**config.mk**
```make
export PLATFORM = sky130hd
export DESIGN_NAME = smai_core
export DESIGN_NICKNAME = d
export VERILOG_FILES = /design/src/rtl/smai_pkg.sv /design/src/rtl/smai_fifo.sv /design/src/rtl/smai_core.sv
export SDC_FILE = /design/constraint.sdc
export NUM_CORES = 1
export LEC_CHECK = 0
export CAP_MARGIN = 40
export CORE_UTILIZATION = 46
export CTS_CLUSTER_SIZE = 10
export DETAILED_ROUTE_END_ITERATION = 6
export DONT_BUFFER_PORTS = 1
export PLACE_DENSITY = 0.58
export SLEW_MARGIN = 20
export SYNTH_ARGS = -nofsm -noshare
export SYNTH_HDL_FRONTEND = slang
export SYNTH_SLANG_ARGS = --single-unit
```
**constraint.sdc**
```tcl
create_clock -name core_clk_in -period 3.8 [get_ports core_clk_in]
set_clock_uncertainty 0.15 [all_clocks]
set_input_delay 0.38 -clock core_clk_in [delete_from_list [all_inputs] [get_ports core_clk_in]]
set_output_delay 0.38 -clock core_clk_in [all_outputs]
set_load 0.03 [all_outputs]
```
**src/rtl/smai_pkg.sv**
```systemverilog
package smai_pkg;

    // Address frame
    localparam int ADDR_BITS = 3;
    localparam int FRAME_IN_BITS = 4;

    // Sampling window: 4.5 serial periods, counted as serial clock edges of either kind
    localparam int SAMPLE_EDGES = 9;

    // Conversion length in conversion clock periods
    localparam int CONV_PERIODS = 41;

    // Result and output framing
    localparam int RESULT_BITS = 10;
    localparam int PAD_BITS = 6;
    localparam int SR_BITS = 16;
    localparam logic [4:0] LEN_LEFT = 5'h0a;
    localparam logic [4:0] LEN_RIGHT = 5'h10;

    // Buffer shape
    localparam int FIFO_DEPTH = 16;

    // Reset values and first approximation trial
    localparam logic [RESULT_BITS-1:0] RESULT_RST = 10'h000;
    localparam logic [SR_BITS-1:0] SR_RST = 16'h0000;
    localparam logic [RESULT_BITS-1:0] SAR_FIRST_TRIAL = 10'h200;

    typedef struct packed {
        logic right_just;
        logic [RESULT_BITS-1:0] code;
    } smai_result_s;

    localparam int RESULT_W = $bits(smai_result_s);

    typedef enum logic [2:0] {
        ST_ADDR,
        ST_SAMPLE,
        ST_CONV,
        ST_PUSH,
        ST_LOAD
    } smai_state_e;

endpackage : smai_pkg

```
**src/rtl/smai_fifo.sv**
```systemverilog
`timescale 1ns/1ns
module smai_fifo #(
    parameter int WIDTH = 11,
    parameter int DEPTH = 16
) (
    // Clock and reset
    input wire logic clk_in,
    input wire logic rst_in,
    // Fill side
    input wire logic in_valid_in,
    input wire logic [WIDTH-1:0] in_data_in,
    output logic in_ready_out,
    // Drain side
    output logic out_valid_out,
    output logic [WIDTH-1:0] out_data_out,
    input wire logic out_ready_in
);
    localparam int AW = $clog2(DEPTH);

    logic [WIDTH-1:0] mem [DEPTH];
    logic [AW-1:0] wr_ptr_r;
    logic [AW-1:0] rd_ptr_r;
    logic [AW:0] count_r;
    logic push;
    logic pop;

    assign in_ready_out = (count_r != (AW+1)'(DEPTH));
    assign out_valid_out = (count_r != '0);
    assign out_data_out = mem[rd_ptr_r];
    assign push = in_valid_in && in_ready_out;
    assign pop = out_valid_out && out_ready_in;

    // Storage
    always_ff @(posedge clk_in) begin
        if (push) begin
            mem[wr_ptr_r] <= in_data_in;
        end
    end

    // Pointers and fill level
    always_ff @(posedge clk_in) begin
        if (rst_in) begin
            wr_ptr_r <= '0;
            rd_ptr_r <= '0;
            count_r <= '0;
        end else begin
            if (push) begin
                wr_ptr_r <= (wr_ptr_r == AW'(DEPTH - 1)) ? '0 : wr_ptr_r + 1'b1;
            end
            if (pop) begin
                rd_ptr_r <= (rd_ptr_r == AW'(DEPTH - 1)) ? '0 : rd_ptr_r + 1'b1;
            end
            if (push && !pop) begin
                count_r <= count_r + 1'b1;
            end else if (pop && !push) begin
                count_r <= count_r - 1'b1;
            end
        end
    end

endmodule : smai_fifo

```
**src/rtl/smai_core.sv**
```systemverilog
`timescale 1ns/1ns
module smai_core (
    // Clock and reset
    input wire logic core_clk_in,
    input wire logic sys_rst_in,
    // Serial link pins
    input wire logic serial_clk_in,
    input wire logic conversion_clock_in,
    input wire logic chip_sel_n_in,
    input wire logic out_en_n_in,
    input wire logic serial_input_in,
    output logic serial_output_out,
    output logic serial_output_oe_out,
    output logic conversion_busy_out,
    // Analog front end
    input wire logic comparator_in,
    output logic [smai_pkg::ADDR_BITS-1:0] input_selector_out,
    output logic sample_en_out,
    output logic [smai_pkg::RESULT_BITS-1:0] approximation_register_out
);
    localparam int NSYNC = 6;

    logic [NSYNC-1:0] meta_r;
    logic [NSYNC-1:0] sync_r;
    logic sclk_prev_r;
    logic conversion_clock_prev_r;
    logic sclk_rise;
    logic sclk_fall;
    logic conversion_clock_rise;
    logic cs_low;
    logic oe_low;
    logic din_s;
    logic cmp_s;

    smai_pkg::smai_state_e state_r;
    logic [2:0] in_count_r;
    logic [smai_pkg::ADDR_BITS-1:0] addr_sr_r;
    logic right_just_r;
    logic [3:0] sample_cnt_r;
    logic [5:0] conv_cnt_r;
    logic [smai_pkg::RESULT_BITS-1:0] sar_r;
    logic [smai_pkg::RESULT_BITS-1:0] trial_bit_r;
    logic busy_r;

    logic [smai_pkg::SR_BITS-1:0] out_sr_r;
    logic [4:0] out_len_r;
    logic [4:0] out_cnt_r;

    logic fifo_in_valid;
    logic fifo_in_ready;
    logic fifo_out_valid;
    logic fifo_out_ready;
    smai_pkg::smai_result_s fifo_in_data;
    smai_pkg::smai_result_s fifo_out_data;
    logic load_now;
    logic mid_exchange;

    // Frame length in serial periods for a given format
    function automatic logic [4:0] frame_len(input logic rj);
        frame_len = rj ? smai_pkg::LEN_RIGHT : smai_pkg::LEN_LEFT;
    endfunction : frame_len

    // Output word layout for a given format
    function automatic logic [smai_pkg::SR_BITS-1:0] frame_word(input smai_pkg::smai_result_s r);
        if (r.right_just) begin
            frame_word = {{smai_pkg::PAD_BITS{1'b0}}, r.code};
        end else begin
            frame_word = {r.code, {smai_pkg::PAD_BITS{1'b0}}};
        end
    endfunction : frame_word

    // Two-stage synchronisers for every pin from outside this clock
    always_ff @(posedge core_clk_in) begin
        if (sys_rst_in) begin
            meta_r <= 6'h0c;
            sync_r <= 6'h0c;
        end else begin
            meta_r <= {comparator_in, serial_input_in, out_en_n_in, chip_sel_n_in,
                       conversion_clock_in, serial_clk_in};
            sync_r <= meta_r;
        end
    end

    // Edge history of the sampled clocks
    always_ff @(posedge core_clk_in) begin
        if (sys_rst_in) begin
            sclk_prev_r <= 1'b0;
            conversion_clock_prev_r <= 1'b0;
        end else begin
            sclk_prev_r <= sync_r[0];
            conversion_clock_prev_r <= sync_r[1];
        end
    end

    assign sclk_rise = sync_r[0] && !sclk_prev_r;
    assign sclk_fall = !sync_r[0] && sclk_prev_r;
    assign conversion_clock_rise = sync_r[1] && !conversion_clock_prev_r;
    assign cs_low = !sync_r[2];
    assign oe_low = !sync_r[3];
    assign din_s = sync_r[4];
    assign cmp_s = sync_r[5];

    // Sequencer: address, sampling, conversion, hand-off
    always_ff @(posedge core_clk_in) begin
        if (sys_rst_in) begin
            state_r <= smai_pkg::ST_ADDR;
            in_count_r <= 3'h0;
            addr_sr_r <= '0;
            right_just_r <= 1'b0;
            sample_cnt_r <= 4'h0;
            conv_cnt_r <= 6'h00;
        end else begin
            case (state_r)
                smai_pkg::ST_ADDR: begin
                    if (sclk_rise && cs_low) begin
                        if (in_count_r < 3'(smai_pkg::ADDR_BITS)) begin
                            addr_sr_r <= {addr_sr_r[smai_pkg::ADDR_BITS-2:0], din_s};
                            in_count_r <= in_count_r + 3'h1;
                        end else begin
                            right_just_r <= din_s;
                            in_count_r <= 3'h0;
                            sample_cnt_r <= 4'h0;
                            state_r <= smai_pkg::ST_SAMPLE;
                        end
                    end
                end
                smai_pkg::ST_SAMPLE: begin
                    if (sclk_rise || sclk_fall) begin
                        if (sample_cnt_r == 4'(smai_pkg::SAMPLE_EDGES - 1)) begin
                            conv_cnt_r <= 6'h00;
                            state_r <= smai_pkg::ST_CONV;
                        end else begin
                            sample_cnt_r <= sample_cnt_r + 4'h1;
                        end
                    end
                end
                smai_pkg::ST_CONV: begin
                    if (conversion_clock_rise) begin
                        if (conv_cnt_r == 6'(smai_pkg::CONV_PERIODS - 1)) begin
                            state_r <= smai_pkg::ST_PUSH;
                        end else begin
                            conv_cnt_r <= conv_cnt_r + 6'h01;
                        end
                    end
                end
                smai_pkg::ST_PUSH: begin
                    if (fifo_in_ready) begin
                        state_r <= smai_pkg::ST_LOAD;
                    end
                end
                smai_pkg::ST_LOAD: begin
                    if (load_now) begin
                        state_r <= smai_pkg::ST_ADDR;
                    end
                end
                default: begin
                    state_r <= smai_pkg::ST_ADDR;
                end
            endcase
        end
    end

    // Successive approximation, one bit per conversion clock rising edge
    always_ff @(posedge core_clk_in) begin
        if (sys_rst_in) begin
            sar_r <= smai_pkg::RESULT_RST;
            trial_bit_r <= '0;
        end else if (state_r == smai_pkg::ST_SAMPLE) begin
            sar_r <= smai_pkg::SAR_FIRST_TRIAL;
            trial_bit_r <= smai_pkg::SAR_FIRST_TRIAL;
        end else if (state_r == smai_pkg::ST_CONV && conversion_clock_rise && trial_bit_r != '0) begin
            sar_r <= (cmp_s ? sar_r : (sar_r & ~trial_bit_r)) | (trial_bit_r >> 1);
            trial_bit_r <= trial_bit_r >> 1;
        end
    end

    // Busy flag: up for the whole approximation, down once the result is loaded
    always_ff @(posedge core_clk_in) begin
        if (sys_rst_in) begin
            busy_r <= 1'b0;
        end else if (state_r == smai_pkg::ST_SAMPLE && (sclk_rise || sclk_fall)
                     && sample_cnt_r == 4'(smai_pkg::SAMPLE_EDGES - 1)) begin
            busy_r <= 1'b1;
        end else if (load_now) begin
            busy_r <= 1'b0;
        end
    end

    // Result buffer between converter and output shifter
    assign fifo_in_valid = (state_r == smai_pkg::ST_PUSH);
    assign fifo_in_data = '{right_just: right_just_r, code: sar_r};
    assign fifo_out_ready = (state_r == smai_pkg::ST_LOAD);
    assign load_now = fifo_out_valid && fifo_out_ready;

    smai_fifo #(
        .WIDTH(smai_pkg::RESULT_W),
        .DEPTH(smai_pkg::FIFO_DEPTH)
    ) u_fifo (
        .clk_in(core_clk_in),
        .rst_in(sys_rst_in),
        .in_valid_in(fifo_in_valid),
        .in_data_in(fifo_in_data),
        .in_ready_out(fifo_in_ready),
        .out_valid_out(fifo_out_valid),
        .out_data_out(fifo_out_data),
        .out_ready_in(fifo_out_ready)
    );

    assign mid_exchange = (out_cnt_r != 5'h00) && (out_cnt_r < out_len_r);

    // Output shift register
    always_ff @(posedge core_clk_in) begin
        if (sys_rst_in) begin
            out_sr_r <= smai_pkg::SR_RST;
            out_len_r <= smai_pkg::LEN_LEFT;
            out_cnt_r <= 5'h00;
        end else if (load_now) begin
            out_cnt_r <= 5'h00;
            out_len_r <= frame_len(fifo_out_data.right_just);
            if (mid_exchange) begin
                out_sr_r <= smai_pkg::SR_RST;
            end else begin
                out_sr_r <= frame_word(fifo_out_data);
            end
        end else if (sclk_fall && cs_low && oe_low) begin
            out_sr_r <= {out_sr_r[smai_pkg::SR_BITS-2:0], 1'b0};
            if (out_cnt_r != 5'h1f) begin
                out_cnt_r <= out_cnt_r + 5'h01;
            end
        end
    end

    // Registered pins
    always_ff @(posedge core_clk_in) begin
        if (sys_rst_in) begin
            serial_output_out <= 1'b0;
            serial_output_oe_out <= 1'b0;
            conversion_busy_out <= 1'b0;
            input_selector_out <= '0;
            sample_en_out <= 1'b0;
            approximation_register_out <= smai_pkg::RESULT_RST;
        end else begin
            serial_output_out <= out_sr_r[smai_pkg::SR_BITS-1];
            serial_output_oe_out <= cs_low && oe_low;
            conversion_busy_out <= busy_r;
            input_selector_out <= addr_sr_r;
            sample_en_out <= (state_r == smai_pkg::ST_SAMPLE);
            approximation_register_out <= sar_r;
        end
    end

endmodule : smai_core

```
==> results_dict.tcl, run 1 <==
set metrics [dict create \
    status "finished, final reports clean" \
    min_path_cells 2 \
    cts.path.max_buffers 3 \
    max_clock_freq_ghz 0.311 \
    dr.first_iter.drc_count 455 \
    rows 57 \
    yosys.area.top_type "edfxtp_1" \
    hold_path_class "input pin to flop" \
    cts.sinks 288 \
    ys_seq_area_share_pct 65.8 \
    cts_tree "built" \
    path_clk_slew_ns 0.05 \
    power.leakage_uw 0.00397 \
    place.gp.congestion 0.791 \
    multi_input_area_um2 3600 \
    ys_top_cells_by_area "edfxtp_1 46%, dfxtp_1 20%, mux4_2 8.7%" \
    power.density_nw_per_um2 484 \
    synth-edff-count 176 \
    clkLatencyLatePin_ns 0.50 \
    area_growth_pct 13.0 \
    overflow 0 \
    hold_slack_ns 0.0159 \
    synth_top_family_by_area "multiplexers" \
    layout_commonest_cell "edfxtp_1" \
    drc 0 \
    period_minus_slack_ns 3.21 \
    syn_area_um2 11400 \
    hp-start "sys_rst_in" \
    grt_pass1_wl_um 38000 \
    post_cts_buffers 0 \
    seqCellArea_um2 7530 \
    synth_top_area_share_pct 46.2 \
    start_util_pct 47.0 \
    synth.ff_latch_count 288 \
    rsz0062_at_grt "false" \
    dpl_cell_area_um2 11800 \
    dr.pass1.iters 4 \
    period_share_pct 84.5 \
    async_flop_share_pct 0 \
    antenna_found_initial 0 \
    io_buffers 0 \
    r2r_cells 10 \
    dieArea_um2 25500 \
    synth_compound_area_share_pct 8.85 \
    tns_ns 0 \
    n_fill_cell 2015 \
    grt_pass1_vias 6942 \
    ff2ff_setup_slack_ns 0.59 \
    tightest_slew_ns 0.741 \
    synthSimpleGateAreaFrac_pct 9.30 \
    final_cells 1185 \
    die_w_um 160 \
    holdPathEnd "out_cnt_r[1]$_SDFFE_PP0P_" \
    fin_ws_ns 0.588 \
    cts.htree.levels 2 \
    reg2reg_from "u_fifo.count_r[0]$_SDFFE_PP0P_" \
    synth_area_per_cell_um2 14.1 \
    vdd_ir_drop_max_uv 276 \
    synth_flop_cell "edfxtp_1" \
    setup_viol 0 \
    final_area_um2 12900 \
    synth_adder_area_share_pct 2.47 \
    design.core.area_um2 24300 \
    final_layout_size_suffix_gt1_share_pct 15.0 \
    required_ns 4.08 \
    syn-num-nets 844 \
    via_per_inst 5.59 \
    ant_nets 0 \
    final_nets 869 \
    n_antenna_cell 0 \
    maxSlewHeadroom_pct 50.6 \
    place_inst 1119 \
    dpl_worst_slack_ns 0.620 \
    num_io_pins 25 \
    routed_wirelength_um 24100 \
    finalHoldViolations 0 \
    die_y_um 160 \
    start_kind "flop" \
    cts_root_buf "clkbuf_16" \
    setup.worst_path.end_class "flop" \
    yosys_warnings 0 \
    cp_max_fo 11 \
    arrival_ns 3.49 \
    timing.rr.end "u_fifo.count_r[4]$_SDFFE_PP0P_" \
    synth_xor_area_share_pct 1.07 \
    maxSlewViolCount 0 \
    num_vias 6622 \
    wire_per_inst_um 20.3 \
    dp_hpwl_um 15200 \
    layout.cells.most_common_list "176 x edfxtp_1, 111 x dfxtp_1, 67 x nor2_1" \
    cts_buffers 34 \
    grt_max_degree 76 \
    ys_types 66 \
    synthCells 814 \
    synthMuxAreaShare_pct 9.80 \
    cap_violations 0 \
    grt_usage_pct 19.5 \
    worstSetupPathType "flop to flop" \
]
## where the power goes
part	internal [uW]	switching (uW)	total (uW)	leakage (uW)
sequential	3290	4.14	3290	0.00227
clock	1780	1140	2930	0.000481
combinational	15.7	23.2	38.9	0.00121
total	5090	1170	6260	0.00397
## registers in the layout, summed over array words and instances (netlist names), 3 cells and up, named ones only
name	cells
sample_cnt_r	4
conv_cnt_r	6
u_fifo.count_r	5
approximation_register_out	10
sync_r	6
u_fifo.rd_ptr_r	4
trial_bit_r	10
in_count_r	3
state_r	3
u_fifo.wr_ptr_r	4
input_selector_out	3
addr_sr_r	3
out_sr_r	16
out_cnt_r	5
sar_r	10
meta_r	6
u_fifo.mem	176
## per-stage QoR
step	utilization [%]	total power, uW
2_1_floorplan	-	3380
3_3_place_gp	48.6	3370
3_5_place_dp	48.6	3370
4_1_cts	53.2	6330
5_1_grt	53.2	6460
6_report	53.2	6260
## synthesized netlist by cell type, drive strengths merged (14+ instances only)
cell / number
a211oi: 18
inv: 29
dfxtp: 112
a21oi: 51
buf: 15
nand2: 48
clkbuf: 26
mux4: 44
nand4: 14
edfxtp: 176
nor2: 68
nor2b: 29
o21ai: 35
ha: 21
## area by class of cell
| cell class | count | area share, % |
|---|---|---|
| repair buffers | 30 | 2.13 |
| multi-input cells | 455 | 27.9 |
| flip-flops and latches | 288 | 58.2 |
| well taps | 324 | 3.14 |
| inverters | 30 | 0.881 |
| clock buffers | 58 | 7.77 |
## what timing repair did
item / in CTS / in global routing
resized for setup: 0 / 0
hold endpoints to repair: 83 / 0
hold buffers: 8 / 0
setup endpoints to repair: 0 / 0
## worst max-delay path, cell delays in order, from the launching register on
cell	delay [ns]
dfxtp_1	0.35
or4_1	0.60
o2111a_1	0.41
ha_1	0.27
inv_1	0.14
ha_1	0.29
a21o_1	0.19
a21oi_1	0.19
xnor2_1	0.09
or3_1	0.31
a21oi_1	0.14
## logic make-up after synthesis
| group | Yosys count |
|---|---|
| buf+inv | 71 |
| fa+ha+maj | 22 |
| xor+xnor | 14 |
| compound gates | 153 |
| simple gates | 209 |
| flops | 288 |
| mux | 57 |
## per-layer routing
layer | GRT usage (%) | wire length (um) | vias to the layer above
met5 | 0 | 0 | -
met4 | 5.81 | 476 | 0
met3 | 3.30 | 1140 | 43
met2 | 33.7 | 12100 | 157
met1 | 25.3 | 10400 | 3304
li1 | - | - | 3118
## worst max-delay path by stage
stage                                    from                              to  slack, ns  cells past startpoint
6_report       u_fifo.count_r[0]$_SDFFE_PP0P_  u_fifo.count_r[4]$_SDFFE_PP0P_       0.59                     10
5_1_grt        u_fifo.count_r[0]$_SDFFE_PP0P_  u_fifo.count_r[4]$_SDFFE_PP0P_       0.43                     10
4_1_cts        u_fifo.count_r[0]$_SDFFE_PP0P_  u_fifo.count_r[4]$_SDFFE_PP0P_       0.60                     10
3_5_place_dp   u_fifo.count_r[0]$_SDFFE_PP0P_  u_fifo.count_r[4]$_SDFFE_PP0P_       0.62                     10
3_3_place_gp   u_fifo.count_r[0]$_SDFFE_PP0P_  u_fifo.count_r[4]$_SDFFE_PP0P_       0.72                     10
2_1_floorplan  u_fifo.count_r[0]$_SDFFE_PP0P_  u_fifo.count_r[4]$_SDFFE_PP0P_       0.71                     12
Power figures use the tool's default switching activity.
==> run 2: changes to the inputs <==
- PLACE_DENSITY: 0.58 -> 0.6
- clock period: 3.8 -> 2.75 ns (I/O delays scaled with it)
==> results_dict.tcl, run 2 (same netlist as run 1, synthesis figures left out) <==
set metrics [dict create \
    design.core.area_um2 24300 \
    start_kind "flop" \
    die_w_um 160 \
    layout.cells.most_common_list "176 x edfxtp_1, 109 x dfxtp_1, 65 x nor2_1" \
    vdd_ir_drop_max_uv 573 \
    wl_met2_um 11700 \
    dp_hpwl_um 15500 \
    via_per_inst 5.51 \
    power.leakage_uw 0.00452 \
    cp_slowest_stage_delay_ns 0.56 \
    num_io_pins 25 \
    violations "setup timing" \
    dr.pass1.iters 4 \
    worstSetupPathType "flop to flop" \
    wire_per_inst_um 19.4 \
    overflow 0 \
    top_register "u_fifo.mem" \
    die_y_um 160 \
    layout_commonest_cell "edfxtp_1" \
    io_buffers 0 \
    cts.htree.levels 2 \
    start_util_pct 47.0 \
    cts.path.max_buffers 3 \
    arrival_ns 3.05 \
    dpl_worst_slack_ns -0.0373 \
    grt_pass1_wl_um 38800 \
    power.density_nw_per_um2 636 \
    ant_nets 0 \
    cap_violations 0 \
    required_ns 3.03 \
    max_clock_freq_ghz 0.362 \
    crit_top_cell "a21oi_2" \
    path_cells "or4_4, o21a_4, inv_4, ha_4, inv_6, fa_2, a21o_1, a21oi_2, xnor2_1, or3_1, a21oi_2" \
    cts.sinks 288 \
    routed_wirelength_um 24300 \
    p_total_uw 8680 \
    finalHoldViolations 0 \
    period_minus_slack_ns 2.77 \
    status "complete, but fails checks" \
    top_layer "met4" \
    routedLengthMet1_um 10600 \
    cp_max_fo 3 \
    drc 0 \
    grt_pass1_vias 7189 \
    path_clk_slew_ns 0.05 \
    dieArea_um2 25500 \
    n_antenna_cell 0 \
    largest_reg_flops 176 \
    slowest_stage "or4_4" \
    setup_viol 1 \
    period_share_pct 101 \
    fin_ws_ns -0.0151 \
    worst-path-buf-inv 2 \
    grt_usage_pct 19.7 \
    cts_buffers 35 \
    antenna_found_initial 0 \
    maxSlewViolCount 0 \
    dr_wl_met3_um 910 \
    num_vias 6876 \
    rows 57 \
    critPathTopFamily "simple AND/OR/NAND/NOR gates" \
    clkLatencyLatePin_ns 0.50 \
    maxSlewHeadroom_pct 45.9 \
    final_util_pct 56.1 \
    final_layout_size_suffix_gt1_share_pct 17.7 \
    tightest_slew_ns 0.806 \
    area_growth_pct 19.3 \
    rsz0062_at_grt "true" \
    cts_tree "built" \
    place.gp.congestion 0.810 \
    grt_max_degree 54 \
    setup.worst_path.end_class "flop" \
    hold_path_class "input pin to flop" \
    final_nets 931 \
    cts_root_buf "clkbuf_16" \
    largestRegisters "u_fifo.mem (176), out_sr_r (16)" \
    dr.first_iter.drc_count 584 \
]
## run 2: changes by cell type in the layout (fill, tap and decap cells not counted), moves of 3 or more
cell / change
buf_12: +3
a21oi_1: -3
dlygate4sd3_1: +47
buf_6: +6
buf_4: +6
a21oi_2: +3
## run 2: worst register-to-register path, stage by stage (launching register included)
cell and delay, ns:
dfxtp_2 0.31, or4_4 0.57, o21a_4 0.23, inv_4 0.06, ha_4 0.15, inv_6 0.04, fa_2 0.36, a21o_1 0.20
a21oi_2 0.13, xnor2_1 0.08, or3_1 0.32, a21oi_2 0.12
## run 2: path summary, 6_finish.rpt
path,startpoint,end,slack (ns),cells past startpoint
setup / recovery,u_fifo.count_r[1]$_SDFFE_PP0P_,u_fifo.count_r[4]$_SDFFE_PP0P_,-0.02,11
hold reg to reg,trial_bit_r[6]$_SDFFE_PP0P_,trial_bit_r[6]$_SDFFE_PP0P_,0.32,2
setup reg to reg,u_fifo.count_r[1]$_SDFFE_PP0P_,u_fifo.count_r[4]$_SDFFE_PP0P_,-0.02,11
hold / removal,sys_rst_in,meta_r[1]$_SDFF_PP0_,0.24,2
## run 2: report_power, final
group	internal [uW]	switching, uW	leakage [uW]
clock	2500	1590	0.000491
sequential	4540	5.31	0.00240
combinational	28.1	23.7	0.00163
total	7070	1620	0.00452
## run 2: timing repair
| item | 4_1_cts | 5_1_grt |
|---|---|---|
| resized for setup | 4 | 7 |
| pin swaps | 7 | 1 |
| endpoints found under the hold margin | 94 | 0 |
| endpoints found under the setup margin | 1 | 14 |
| buffers inserted | 4 | 2 |
| hold buffers | 55 | 0 |
## run 2: per-layer routing
metal / track usage (%) / vias up
met5: 0 / -
met4: 9.79 / 0
met3: 2.99 / 62
met2: 32.7 / 152
met1: 25.5 / 3430
li1: - / 3232
## run 2: metrics by stage
step | cell area (um^2) | TNS [ns] | hold WS [ns] | cells
2_1_floorplan | 11500 | -0.0665 | 0.208 | 814
3_3_place_gp | 11900 | 0 | 0.202 | 1119
3_5_place_dp | 12000 | -0.0373 | 0.202 | 1128
4_1_cts | 13600 | -0.0168 | 0.225 | 1246
5_1_grt | 13600 | -0.101 | 0.233 | 1247
6_report | 13600 | -0.0151 | 0.243 | 1247
## run 2: final cells by class
cell class | count | area [um^2]
Fill cell | 1943 | 10700
Tap cell | 324 | 405
Clock buffer | 58 | 1010
Sequential cell | 288 | 7530
Inverter | 30 | 121
Timing Repair Buffer | 91 | 891
Clock inverter | 1 | 6.26
Multi-Input combinational cell | 455 | 3680
